==> src/shared/router_pkg.sv <==
package router_pkg;

  localparam int DATA_W            = 32;
  localparam int ID_W              = 16;
  localparam int BUS_LSB           = 8;
  localparam int DEV_LSB           = 3;
  localparam int TC_W              = 3;
  localparam int NUM_TC            = 8;
  localparam int MAX_PAYLOAD_BYTES = 256;
  localparam int HDR_WORDS         = 4;
  localparam int MAX_PKT_WORDS     = MAX_PAYLOAD_BYTES / 4 + HDR_WORDS;
  localparam int USB_PORTS         = 4;
  localparam int NUM_WIN           = 5;

  localparam logic [2:0] FN_OHCI_A = 3'h0;
  localparam logic [2:0] FN_OHCI_B = 3'h1;
  localparam logic [2:0] FN_EHCI   = 3'h2;
  localparam logic [3:0] OHCI_A_PORTS = 4'h3;
  localparam logic [3:0] OHCI_B_PORTS = 4'hC;

  localparam int CLK_PERIOD_PS   = 4000;
  localparam int DS_RST_HOLD_NS  = 100;
  localparam int DS_RST_HOLD_CYC =
    (DS_RST_HOLD_NS * 1000 + CLK_PERIOD_PS - 1) / CLK_PERIOD_PS;

  typedef enum logic [2:0] {
    TGT_DS1, TGT_DS2, TGT_FN0, TGT_FN1, TGT_FN2, TGT_DROP
  } target_type;

  typedef enum logic [1:0] {
    KIND_POSTED, KIND_NONPOSTED, KIND_CPL
  } kind_type;

  typedef enum logic {MODE_CUT, MODE_SAF} fwd_mode_type;

endpackage

==> src/shared/stream_if.sv <==
`timescale 1ns/1ps
interface stream_if #(parameter int W = 32);
  logic         valid;
  logic         ready;
  logic [W-1:0] data;
  modport src (output valid, output data, input ready);
  modport snk (input valid, input data, output ready);
endinterface
==> src/hdl/fanout_router.sv <==
`timescale 1ns/1ps
// Behaviour
// [RULE1] One x1 upstream feeds two x1 downstream ports and four USB ports.
// [RULE2] Store-and-forward holds whole packets; cut-through forwards at once.
// [RULE3] All eight traffic classes share one virtual channel queue.
// [RULE4] Posted, non-posted and completions flow both directions at once.
// [RULE5] One upstream bridge over internal bus; downstream bridges below it.
// [RULE6] Three USB controllers sit behind one internal downstream port.
// [RULE7] Host assigns bus, device, function; these form the routing ID.
// [RULE8] USB controllers share one device: full-speed fn 0, 1; high fn 2.
// [RULE9] Exclusive windows; each packet goes to exactly one target.
// [RULE10] High-speed traffic on any USB port goes to function 2.
// [RULE11] Full/low speed: ports 1,2 to function 0; ports 3,4 to 1.
// [RULE12] Root hub links each controller to its ports and tracks sessions.
// [RULE13] System reset clears all state except sticky logic.
// [RULE14] One active-low reset per downstream port, low during system reset.
// [RULE15] Cut-through after reset; store-and-forward chosen explicitly.
// [RULE16] Packets carry payloads of up to 256 bytes.
// [RULE17] Downstream resets release only after the system reset releases.
module fanout_router #(
  parameter int DEPTH = 128
) (
  input  wire logic        sys_clk_i,
  input  wire logic        rst_n_i,
  input  wire logic        aux_rst_n_i,
  input  wire logic        store_forward_i,
  input  wire logic [7:0]  ds1_bus_lo_i,
  input  wire logic [7:0]  ds1_bus_hi_i,
  input  wire logic [7:0]  ds2_bus_lo_i,
  input  wire logic [7:0]  ds2_bus_hi_i,
  input  wire logic [7:0]  usb_bus_i,
  input  wire logic [4:0]  usb_dev_i,
  input  wire logic [31:0] win_base_i [router_pkg::NUM_WIN],
  input  wire logic [31:0] win_limit_i [router_pkg::NUM_WIN],
  input  wire logic        dn_valid_i,
  output logic             dn_ready_o,
  input  wire logic [31:0] dn_data_i,
  input  wire logic        dn_sop_i,
  input  wire logic        dn_eop_i,
  input  wire logic [1:0]  dn_kind_i,
  input  wire logic [2:0]  dn_tc_i,
  input  wire logic        dn_by_id_i,
  input  wire logic [15:0] dn_id_i,
  input  wire logic [31:0] dn_addr_i,
  output logic             eg_valid_o,
  input  wire logic        eg_ready_i,
  output logic [31:0]      eg_data_o,
  output logic             eg_eop_o,
  output logic [2:0]       eg_target_o,
  input  wire logic        up_valid_i,
  output logic             up_ready_o,
  input  wire logic [31:0] up_data_i,
  input  wire logic        up_eop_i,
  output logic             us_valid_o,
  input  wire logic        us_ready_i,
  output logic [31:0]      us_data_o,
  output logic             us_eop_o,
  input  wire logic [3:0]  usb_connect_i,
  input  wire logic [3:0]  usb_hs_i,
  output logic [7:0]       port_fn_o,
  output logic [3:0]       ehci_ports_o,
  output logic [3:0]       ohci0_ports_o,
  output logic [3:0]       ohci1_ports_o,
  input  wire logic [2:1]  ds_reset_req_i,
  output logic [2:1]       downstream_port_reset_n_o,
  input  wire logic        sticky_clear_i,
  output logic             drop_seen_o,
  output logic             saf_mode_o
);

  localparam int AW   = $clog2(DEPTH);
  localparam int EW   = router_pkg::DATA_W + 4;
  localparam int HW   = $clog2(router_pkg::DS_RST_HOLD_CYC + 1);
  localparam logic [HW-1:0] HOLD = HW'(router_pkg::DS_RST_HOLD_CYC);
  localparam logic [AW:0] MAXW = (AW+1)'(router_pkg::MAX_PKT_WORDS);

  if (DEPTH < router_pkg::MAX_PKT_WORDS || DEPTH != (1 << AW)) begin : g_chk
    $error("DEPTH must be a power of two holding a full packet");
  end

  function automatic logic in_win(input logic [31:0] a,
                                  input logic [31:0] lo,
                                  input logic [31:0] hi);
    return (a >= lo) && (a <= hi);
  endfunction

  function automatic logic in_bus(input logic [7:0] b,
                                  input logic [7:0] lo,
                                  input logic [7:0] hi);
    return (b >= lo) && (b <= hi);
  endfunction

  ////////////////////////////////////////////////////////////////////////////
  // Routing decode on the first beat of a downstream-bound packet.

  wire [7:0] id_bus = dn_id_i[15:router_pkg::BUS_LSB];
  wire [4:0] id_dev = dn_id_i[router_pkg::BUS_LSB-1:router_pkg::DEV_LSB];
  wire [2:0] id_fn  = dn_id_i[router_pkg::DEV_LSB-1:0];
  wire id_ds1 = in_bus(id_bus, ds1_bus_lo_i, ds1_bus_hi_i); // [RULE5]
  wire id_ds2 = in_bus(id_bus, ds2_bus_lo_i, ds2_bus_hi_i); // [RULE5]
  wire id_usb = id_bus == usb_bus_i && id_dev == usb_dev_i; // [RULE6] [RULE8]
  logic [router_pkg::NUM_WIN-1:0] addr_hit;
  for (genvar w = 0; w < router_pkg::NUM_WIN; w++) begin : g_win
    assign addr_hit[w] = in_win(dn_addr_i, win_base_i[w], win_limit_i[w]);
  end

  router_pkg::target_type id_tgt;
  router_pkg::target_type addr_tgt;
  router_pkg::target_type route_tgt;
  router_pkg::target_type cur_tgt;
  router_pkg::target_type beat_tgt;

  // The traffic class is never looked at: every class lands in one queue.
  assign id_tgt = id_ds1 ? router_pkg::TGT_DS1 : // [RULE7] [RULE3]
                  id_ds2 ? router_pkg::TGT_DS2 :
                  !id_usb ? router_pkg::TGT_DROP :
                  id_fn == router_pkg::FN_OHCI_A ? router_pkg::TGT_FN0 :
                  id_fn == router_pkg::FN_OHCI_B ? router_pkg::TGT_FN1 :
                  id_fn == router_pkg::FN_EHCI ? router_pkg::TGT_FN2 :
                  router_pkg::TGT_DROP;
  // Windows are exclusive once enumerated; lowest index wins otherwise.
  assign addr_tgt = addr_hit[0] ? router_pkg::TGT_DS1 : // [RULE9]
                    addr_hit[1] ? router_pkg::TGT_DS2 :
                    addr_hit[2] ? router_pkg::TGT_FN0 :
                    addr_hit[3] ? router_pkg::TGT_FN1 :
                    addr_hit[4] ? router_pkg::TGT_FN2 :
                    router_pkg::TGT_DROP;
  assign route_tgt = dn_by_id_i ? id_tgt : addr_tgt;
  assign beat_tgt  = dn_sop_i ? route_tgt : cur_tgt;

  ////////////////////////////////////////////////////////////////////////////
  // Packet queue toward the downstream side.

  logic [EW-1:0] mem [DEPTH];
  logic [AW:0]   wptr;
  logic [AW:0]   rptr;
  logic [AW:0]   wcount;
  logic [AW:0]   pkt_cnt;
  router_pkg::fwd_mode_type mode;

  stream_if #(.W(EW)) q_s ();
  stream_if #(.W(EW)) eg_s ();

  wire q_empty = wptr == rptr;
  wire q_full  = (wptr ^ rptr) == {1'b1, {AW{1'b0}}};
  wire drop_pkt = beat_tgt == router_pkg::TGT_DROP;
  wire too_long = wcount >= MAXW && !dn_eop_i;
  wire dn_fire  = dn_valid_i && dn_ready_o;
  wire wr_en    = dn_fire && !drop_pkt && !too_long; // [RULE16]
  wire drop_ev  = dn_fire && (drop_pkt || too_long);
  wire rd_ok    = mode == router_pkg::MODE_SAF ? pkt_cnt != '0 // [RULE2]
                                               : !q_empty;
  wire rd_fire  = q_s.valid && q_s.ready;
  wire wr_last  = wr_en && dn_eop_i;
  wire rd_last  = rd_fire && q_s.data[EW-1];

  assign dn_ready_o = !q_full || drop_pkt;
  assign q_s.valid  = rd_ok;
  assign q_s.data   = mem[rptr[AW-1:0]];

  always_ff @(posedge sys_clk_i) begin
    if (wr_en) begin
      mem[wptr[AW-1:0]] <= {dn_eop_i, beat_tgt, dn_data_i};
    end
  end

  always_ff @(posedge sys_clk_i) begin
    if (!rst_n_i) begin // [RULE13]
      wptr    <= '0;
      rptr    <= '0;
      wcount  <= '0;
      pkt_cnt <= '0;
      cur_tgt <= router_pkg::TGT_DROP;
    end else begin
      if (wr_en) wptr <= wptr + 1'b1;
      if (rd_fire) rptr <= rptr + 1'b1;
      pkt_cnt <= pkt_cnt + {{AW{1'b0}}, wr_last} - {{AW{1'b0}}, rd_last};
      if (dn_fire) begin
        cur_tgt <= beat_tgt;
        wcount  <= dn_eop_i ? '0 : (dn_sop_i ? (AW+1)'(1) : wcount + 1'b1);
      end
    end
  end

  // A mode change waits only for an empty queue, not for a packet boundary, so
  // a packet still being written can be split between the two release policies.
  always_ff @(posedge sys_clk_i) begin
    if (!rst_n_i) begin
      mode <= router_pkg::MODE_CUT; // [RULE15]
    end else if (q_empty) begin
      mode <= store_forward_i ? router_pkg::MODE_SAF : router_pkg::MODE_CUT;
    end
  end
  assign saf_mode_o = mode == router_pkg::MODE_SAF;

  hold_buffer #(.W(EW)) u_eg_buf (
    .sys_clk_i (sys_clk_i),
    .rst_n_i   (rst_n_i),
    .in_s      (q_s),
    .out_s     (eg_s)
  );
  assign eg_valid_o  = eg_s.valid; // [RULE1] [RULE9]
  assign eg_s.ready  = eg_ready_i;
  assign eg_data_o   = eg_s.data[31:0];
  assign eg_target_o = eg_s.data[34:32];
  assign eg_eop_o    = eg_s.data[EW-1];

  ////////////////////////////////////////////////////////////////////////////
  // Upstream-bound path runs beside the downstream queue.

  stream_if #(.W(33)) up_s ();
  stream_if #(.W(33)) us_s ();
  assign up_s.valid = up_valid_i; // [RULE4]
  assign up_s.data  = {up_eop_i, up_data_i};
  assign up_ready_o = up_s.ready;
  hold_buffer #(.W(33)) u_us_buf (
    .sys_clk_i (sys_clk_i),
    .rst_n_i   (rst_n_i),
    .in_s      (up_s),
    .out_s     (us_s)
  );
  assign us_valid_o = us_s.valid;
  assign us_s.ready = us_ready_i;
  assign us_data_o  = us_s.data[31:0];
  assign us_eop_o   = us_s.data[32];

  ////////////////////////////////////////////////////////////////////////////
  // Root hub: pin synchronisers and controller ownership of ports.

  logic [7:0] pin_s1;
  logic [7:0] pin_s2;
  logic [7:0] pin_s3;
  logic [7:0] pin_st;
  wire  [3:0] conn_st = pin_st[3:0];
  wire  [3:0] hs_st   = pin_st[7:4];
  wire  [3:0] fs_st   = conn_st & ~hs_st;
  logic [7:0] next_port_fn;

  always_comb begin
    next_port_fn = '0;
    for (int p = 0; p < router_pkg::USB_PORTS; p++) begin
      next_port_fn[2*p +: 2] = hs_st[p] ? router_pkg::FN_EHCI[1:0] // [RULE10]
                             : router_pkg::OHCI_B_PORTS[p]
                             ? router_pkg::FN_OHCI_B[1:0] // [RULE11]
                             : router_pkg::FN_OHCI_A[1:0];
    end
  end

  always_ff @(posedge sys_clk_i) begin
    if (!rst_n_i) begin
      pin_s1        <= '0;
      pin_s2        <= '0;
      pin_s3        <= '0;
      pin_st        <= '0;
      port_fn_o     <= '0;
      ehci_ports_o  <= '0;
      ohci0_ports_o <= '0;
      ohci1_ports_o <= '0;
    end else begin
      pin_s1        <= {usb_hs_i, usb_connect_i};
      pin_s2        <= pin_s1;
      pin_s3        <= pin_s2;
      pin_st        <= (pin_s2 & pin_s3) | (pin_st & (pin_s2 | pin_s3));
      port_fn_o     <= next_port_fn;
      ehci_ports_o  <= conn_st & hs_st; // [RULE12] [RULE10]
      ohci0_ports_o <= fs_st & router_pkg::OHCI_A_PORTS; // [RULE11]
      ohci1_ports_o <= fs_st & router_pkg::OHCI_B_PORTS; // [RULE11]
    end
  end

  ////////////////////////////////////////////////////////////////////////////
  // Downstream resets and sticky drop flag.

  logic [HW-1:0] hold_cnt [1:2];
  for (genvar d = 1; d <= 2; d++) begin : g_dsr
    always_ff @(posedge sys_clk_i) begin
      if (!rst_n_i || ds_reset_req_i[d]) begin // [RULE14]
        hold_cnt[d] <= '0;
        downstream_port_reset_n_o[d] <= 1'b0;
      end else begin
        if (hold_cnt[d] != HOLD) hold_cnt[d] <= hold_cnt[d] + 1'b1;
        downstream_port_reset_n_o[d] <= hold_cnt[d] == HOLD; // [RULE17]
      end
    end
  end
  // Survives the system reset so software can see why packets vanished.
  always_ff @(posedge sys_clk_i) begin
    if (!aux_rst_n_i) begin
      drop_seen_o <= 1'b0;
    end else if (drop_ev) begin // [RULE13]
      drop_seen_o <= 1'b1;
    end else if (sticky_clear_i) begin
      drop_seen_o <= 1'b0;
    end
  end

  ////////////////////////////////////////////////////////////////////////////
  // Checks.

  logic [5:0] since_rst;
  always_ff @(posedge sys_clk_i) begin
    if (!rst_n_i) since_rst <= '0;
    else if (since_rst != 6'h3F) since_rst <= since_rst + 1'b1;
  end
endmodule // fanout_router

==> src/hdl/hold_buffer.sv <==
`timescale 1ns/1ps
module hold_buffer #(
  parameter int W = 32
) (
  input  wire logic sys_clk_i,
  input  wire logic rst_n_i,
  stream_if.snk     in_s,
  stream_if.src     out_s
);

  // Two entries let the source see ready a full cycle late without loss.
  logic [W-1:0] slot [2];
  logic         wr_sel;
  logic         rd_sel;
  logic [1:0]   count;
  wire          push = in_s.valid && in_s.ready;
  wire          pop  = out_s.valid && out_s.ready;

  assign in_s.ready  = count != 2'h2;
  assign out_s.valid = count != 2'h0;
  assign out_s.data  = slot[rd_sel];

  always_ff @(posedge sys_clk_i) begin
    if (push) begin
      slot[wr_sel] <= in_s.data;
    end
  end

  always_ff @(posedge sys_clk_i) begin
    if (!rst_n_i) begin
      wr_sel <= 1'b0;
      rd_sel <= 1'b0;
      count  <= 2'h0;
    end else begin
      if (push) wr_sel <= !wr_sel;
      if (pop) rd_sel <= !rd_sel;
      count <= count + {1'b0, push} - {1'b0, pop};
    end
  end

endmodule // hold_buffer

==> config.mk <==
export PLATFORM = sky130hd
export DESIGN_NAME = fanout_router
export DESIGN_NICKNAME = d
export VERILOG_FILES = /design/src/shared/router_pkg.sv /design/src/shared/stream_if.sv /design/src/hdl/fanout_router.sv /design/src/hdl/hold_buffer.sv
export SDC_FILE = /design/constraint.sdc
export NUM_CORES = 2
export LEC_CHECK = 0
export BUFFER_PORTS_ARGS = -buffer_cell sky130_fd_sc_hd__buf_2
export CORE_UTILIZATION = 39
export DETAILED_ROUTE_END_ITERATION = 8
export PLACE_DENSITY = 0.62
export SETUP_SLACK_MARGIN = 0.1
export SYNTH_ARGS = -nofsm -noshare
export SYNTH_HDL_FRONTEND = slang
export SYNTH_HIERARCHICAL = 1
export SYNTH_MEMORY_MAX_BITS = 65536
export SYNTH_SLANG_ARGS = --single-unit
==> constraint.sdc <==
create_clock -name sys_clk_i -period 8.4 [get_ports sys_clk_i]
set_input_delay 0.84 -clock sys_clk_i [delete_from_list [all_inputs] [get_ports sys_clk_i]]
set_output_delay 0.84 -clock sys_clk_i [all_outputs]
set_load 0.02 [all_outputs]
==> summary.txt <==
Run status
  • Outcome: complete, but fails checks
  • Failing checks: capacitance limit

Logic synthesis
  • Synth top area share: 73.75%
  • Seq/Total Area, Yosys: 74.80%
  • Cell count after synthesis: 8628
  • Leading area contributor after synthesis: edfxtp_1
  • #FFs+latches synth: 4858
  • Async SR Flop Fraction: 0%
  • Main synth FF type: edfxtp_1
  • Post-synth EDFFs: 4756
  • Post-synthesis area per instance: 22.44 um2
  • Count of different cell masters after synthesis: 75
  • Synth top area cells: edfxtp_1 74%, mux4_2 18%, ha_1 2.4%, dfxtp_1 1.1%, inv_1 0.72%
  • Synth Warn #: 6
  • Netlist Area Pre-Place: 193700 um2

Layout
  • Area grow syn2layout: 14.45%
  • Util after Layout: 44.85%
  • Fin nets: 10470
  • Non-Filler Instances: 16650
  • # fillers: 41000
  • Layout cells sized above 1: 32.13%

Floorplan
  • Die Area: 499400 um2
  • Rows: 258
  • Height of the chip: 706.7 um
  • Die Width: 706.7 um
  • # IOs: 602
  • Initial Util: 39.18%
  • Core Area: 494200 um2

Worst setup path
  • R2R cell count: 17
  • Req. time, crit path: 7.56 ns
  • Flop-to-flop setup slack: 2.47 ns
  • CP cell instances: buf_2 > ha_1 > a21oi_1 > o21ai_0 > a221o_1 > a2111oi_0 > buf_4 > o21ai_0 > o21ai_0 > o2111ai_1 > o21ai_4 > buf_4 > a31oi_1 > inv_2 > buf_2
  • CP most frequent cell: o21ai_0
  • Critical path arrival: 6.48 ns
  • Max stage delay on crit path: 1.23 ns
  • Crit end category: primary output
  • End of the worst register-to-register path: pkt_cnt[6]
  • Crit start category: primary input
  • Bufs and invs on worst path: 5
  • Critical path's top delay family: compound AO/OA/AOI/OAI gates
  • Kind of critical path: primary input to primary output
  • Worst-path fanout max: 68
  • Slowest stage cell, crit path: a2111oi_0

Detailed routing
  • Pre-antenna DRT Iters: 5
  • DR vias/cell: 5.694
  • Via count: 94800
  • WL final: 522.1 mm
  • DRC: 0
  • DR iter-0 viols: 12240
  • Final ANT Viol Nets: 0
  • WL per Instance: 31.36 um

Worst hold path
  • Hold Path End: u_us_buf/slot[1][6]
  • Worst hold start: up_data_i[6]
  • Hold Path Class: primary input to flop
  • Hold Path Depth: 1

Power and ir drop
  • Worst vdd ir: 0.2424 mV
  • Pwr Total: 59.65 mW
  • Pwr Density: 269.1 nW/um2
  • Leak: 69.98 nW

Place
  • Routability cong.: 0.9029
  • HPWL after detailed placement: 310.4 mm
  • Inst Count DP: 15730
  • Buffers on Ports: 590

Clock tree
  • CTS H-tree lvls: 5
  • CTS tree: built
  • Clk sinks: 4858
  • PostCTS Resize Cnt: 0
  • Clock-pin slew on the worst setup and hold paths: 0.06 ns
  • # Post-CTS Setup Buffers: 0
  • CTS max path bufs: 4
  • Skew-Pair Late Insertion Delay: 1.03 ns
  • CTS Hold Bufs: 35
  • TritonCTS buffer count: 454
  • Clock root cell: clkbuf_16

Timing
  • Period minus WS final: 7.320 ns
  • Skew final: 0.08379 ns
  • Setup violators final: 0
  • Final hold violation count: 0
  • Worst-case headroom to the max-slew limit: 1.806%
  • RSZ-0062 raised after global routing: no
  • Max frequency: 136.6 MHz
  • Worst-Margin Slew: 1.436 ns
  • Hold slack: 0.08501 ns
  • Final Cycle Share: 87.14%
  • Pins Over Slew Limit: 0
  • Setup Total Neg Slack: 0 ns

Global route
  • Remaining global-route overflow: 0
  • GR Util All Layers: 20.52%
  • Initial antenna violation count: 101
  • Largest net degree at the start of global routing: 141
  • First-pass GRT wire length: 728.1 mm
  • Vias in the first global route: 96130

Flow run
  • Max_cap viols: 1
-- per-layer routing --
| metal | wire length, um | share of wire [%] | GRT usage (%) | vias to the layer above |
|---|---|---|---|---|
| met5 | 216 | 0.041 | 0 | - |
| met4 | 14980 | 2.9 | 5.786 | 32 |
| met3 | 48110 | 9.2 | 4.113 | 753 |
| met2 | 250500 | 48 | 33.21 | 4338 |
| met1 | 208400 | 40 | 28.37 | 51260 |
| li1 | - | - | - | 38420 |
-- cells by family (layout without fill, tap and decap cells) --
family | count (synthesis) | in the layout | synth area share, %
flops | 4858 | 4858 | 74.80
mux | 1621 | 1621 | 18.22
compound gates | 361 | 361 | 1.181
fa+ha+maj | 374 | 374 | 2.420
buf+inv | 768 | 2108 | 1.575
simple gates | 602 | 602 | 1.608
xor+xnor | 43 | 43 | 0.1945
other cells | 1 | 51 | 0.001936
-- cell usage in the layout, fill, tap and decap left out, drive strengths merged, types with 72 or more instances in the layout --
master and count:
ha 373, nor2 176, nand4 72, dfxtp 102, a21oi 145, mux2 105, inv 387, nand2 86
clkbuf 552, edfxtp 4756, buf 861, clkinv 217, mux4 1512
-- power by group --
| part | switching [mW] | total (mW) | internal, mW |
|---|---|---|---|
| sequential | 0.202 | 27.2 | 27.0 |
| combinational | 6.66 | 12.0 | 5.36 |
| clock | 8.93 | 20.4 | 11.5 |
-- cells in the mapped netlist (6+ instances only) --
| library cell | n |
|---|---|
| buf_1 | 40 |
| mux4_2 | 1512 |
| o21bai_1 | 6 |
| dfxtp_1 | 102 |
| buf_6 | 6 |
| o211ai_1 | 10 |
| and3_1 | 16 |
| nand4_1 | 72 |
| edfxtp_1 | 4756 |
| and2_1 | 37 |
| ha_1 | 373 |
| nand2b_1 | 18 |
| and4_1 | 10 |
| a221oi_1 | 6 |
| nor3_1 | 21 |
| a21o_1 | 43 |
| nor2b_1 | 31 |
| mux2_2 | 36 |
| o21ai_0 | 60 |
| buf_2 | 79 |
| a21oi_1 | 145 |
| mux2_1 | 69 |
| nand3b_1 | 7 |
| xor2_1 | 27 |
| buf_4 | 6 |
| a2111oi_0 | 8 |
| a31oi_1 | 7 |
| o31ai_1 | 9 |
| xnor2_1 | 16 |
| nor2_1 | 176 |
| nand3_1 | 57 |
| a211oi_1 | 18 |
| nor4_1 | 34 |
| nand2_1 | 86 |
| a221o_1 | 7 |
| clkbuf_1 | 265 |
| inv_1 | 371 |
| or2_1 | 9 |
-- cell type report --
class	instances	area [um2]	share of cell area (%)
clock buffer	552	11870	5.357
antenna	45	112.6	0.05081
inverter	372	1396	0.6300
multi-input combinational	3007	46710	21.07
tap	6630	8295	3.743
sequential	4858	144900	65.37
timing repair buffer	896	5578	2.517
clock inverter	288	2796	1.262
-- worst max path at each step --
| stage | slack (ns) | start | cells after the start | endpoint |
|---|---|---|---|---|
| after CTS | 1.09 | dn_addr_i[19] | 15 | dn_ready_o |
| after global routing | 0.84 | dn_addr_i[17] | 15 | dn_ready_o |
| after global placement | 0.84 | dn_addr_i[19] | 25 | pkt_cnt[6] |
| after floorplan | -0.29 | win_base_i[57] | 13 | mem[120][0] |
| final | 1.08 | dn_addr_i[19] | 15 | dn_ready_o |
| after detailed placement | 0.82 | dn_addr_i[19] | 25 | pkt_cnt[6] |
-- through the flow --
step | worst slack [ns] | area [um2]
floorplan | -0.2866 | 193700
global placement | 0.8392 | 206500
detailed placement | 0.8220 | 206500
CTS | 1.086 | 221500
global route | 0.8435 | 221600
finish | 1.080 | 221600
-- flip-flops by register name, summed over array words and instances (netlist names), 2 cells and up, named ones only --
register and count:
u_eg_buf/slot 72, wcount 8, ehci_ports_o 4, pin_s2 8, u_us_buf/slot 66, wptr 8
ohci1_ports_o 2, pin_s3 8, ohci0_ports_o 2, mem 4608, hold_cnt 10, rptr 8
cur_tgt 3, pin_s1 8, u_eg_buf/count 2, u_us_buf/count 2, pkt_cnt 8, downstream_port_reset_n_o 2
port_fn_o 6, pin_st 8
Note: power is estimated with default switching activity, not from simulation.
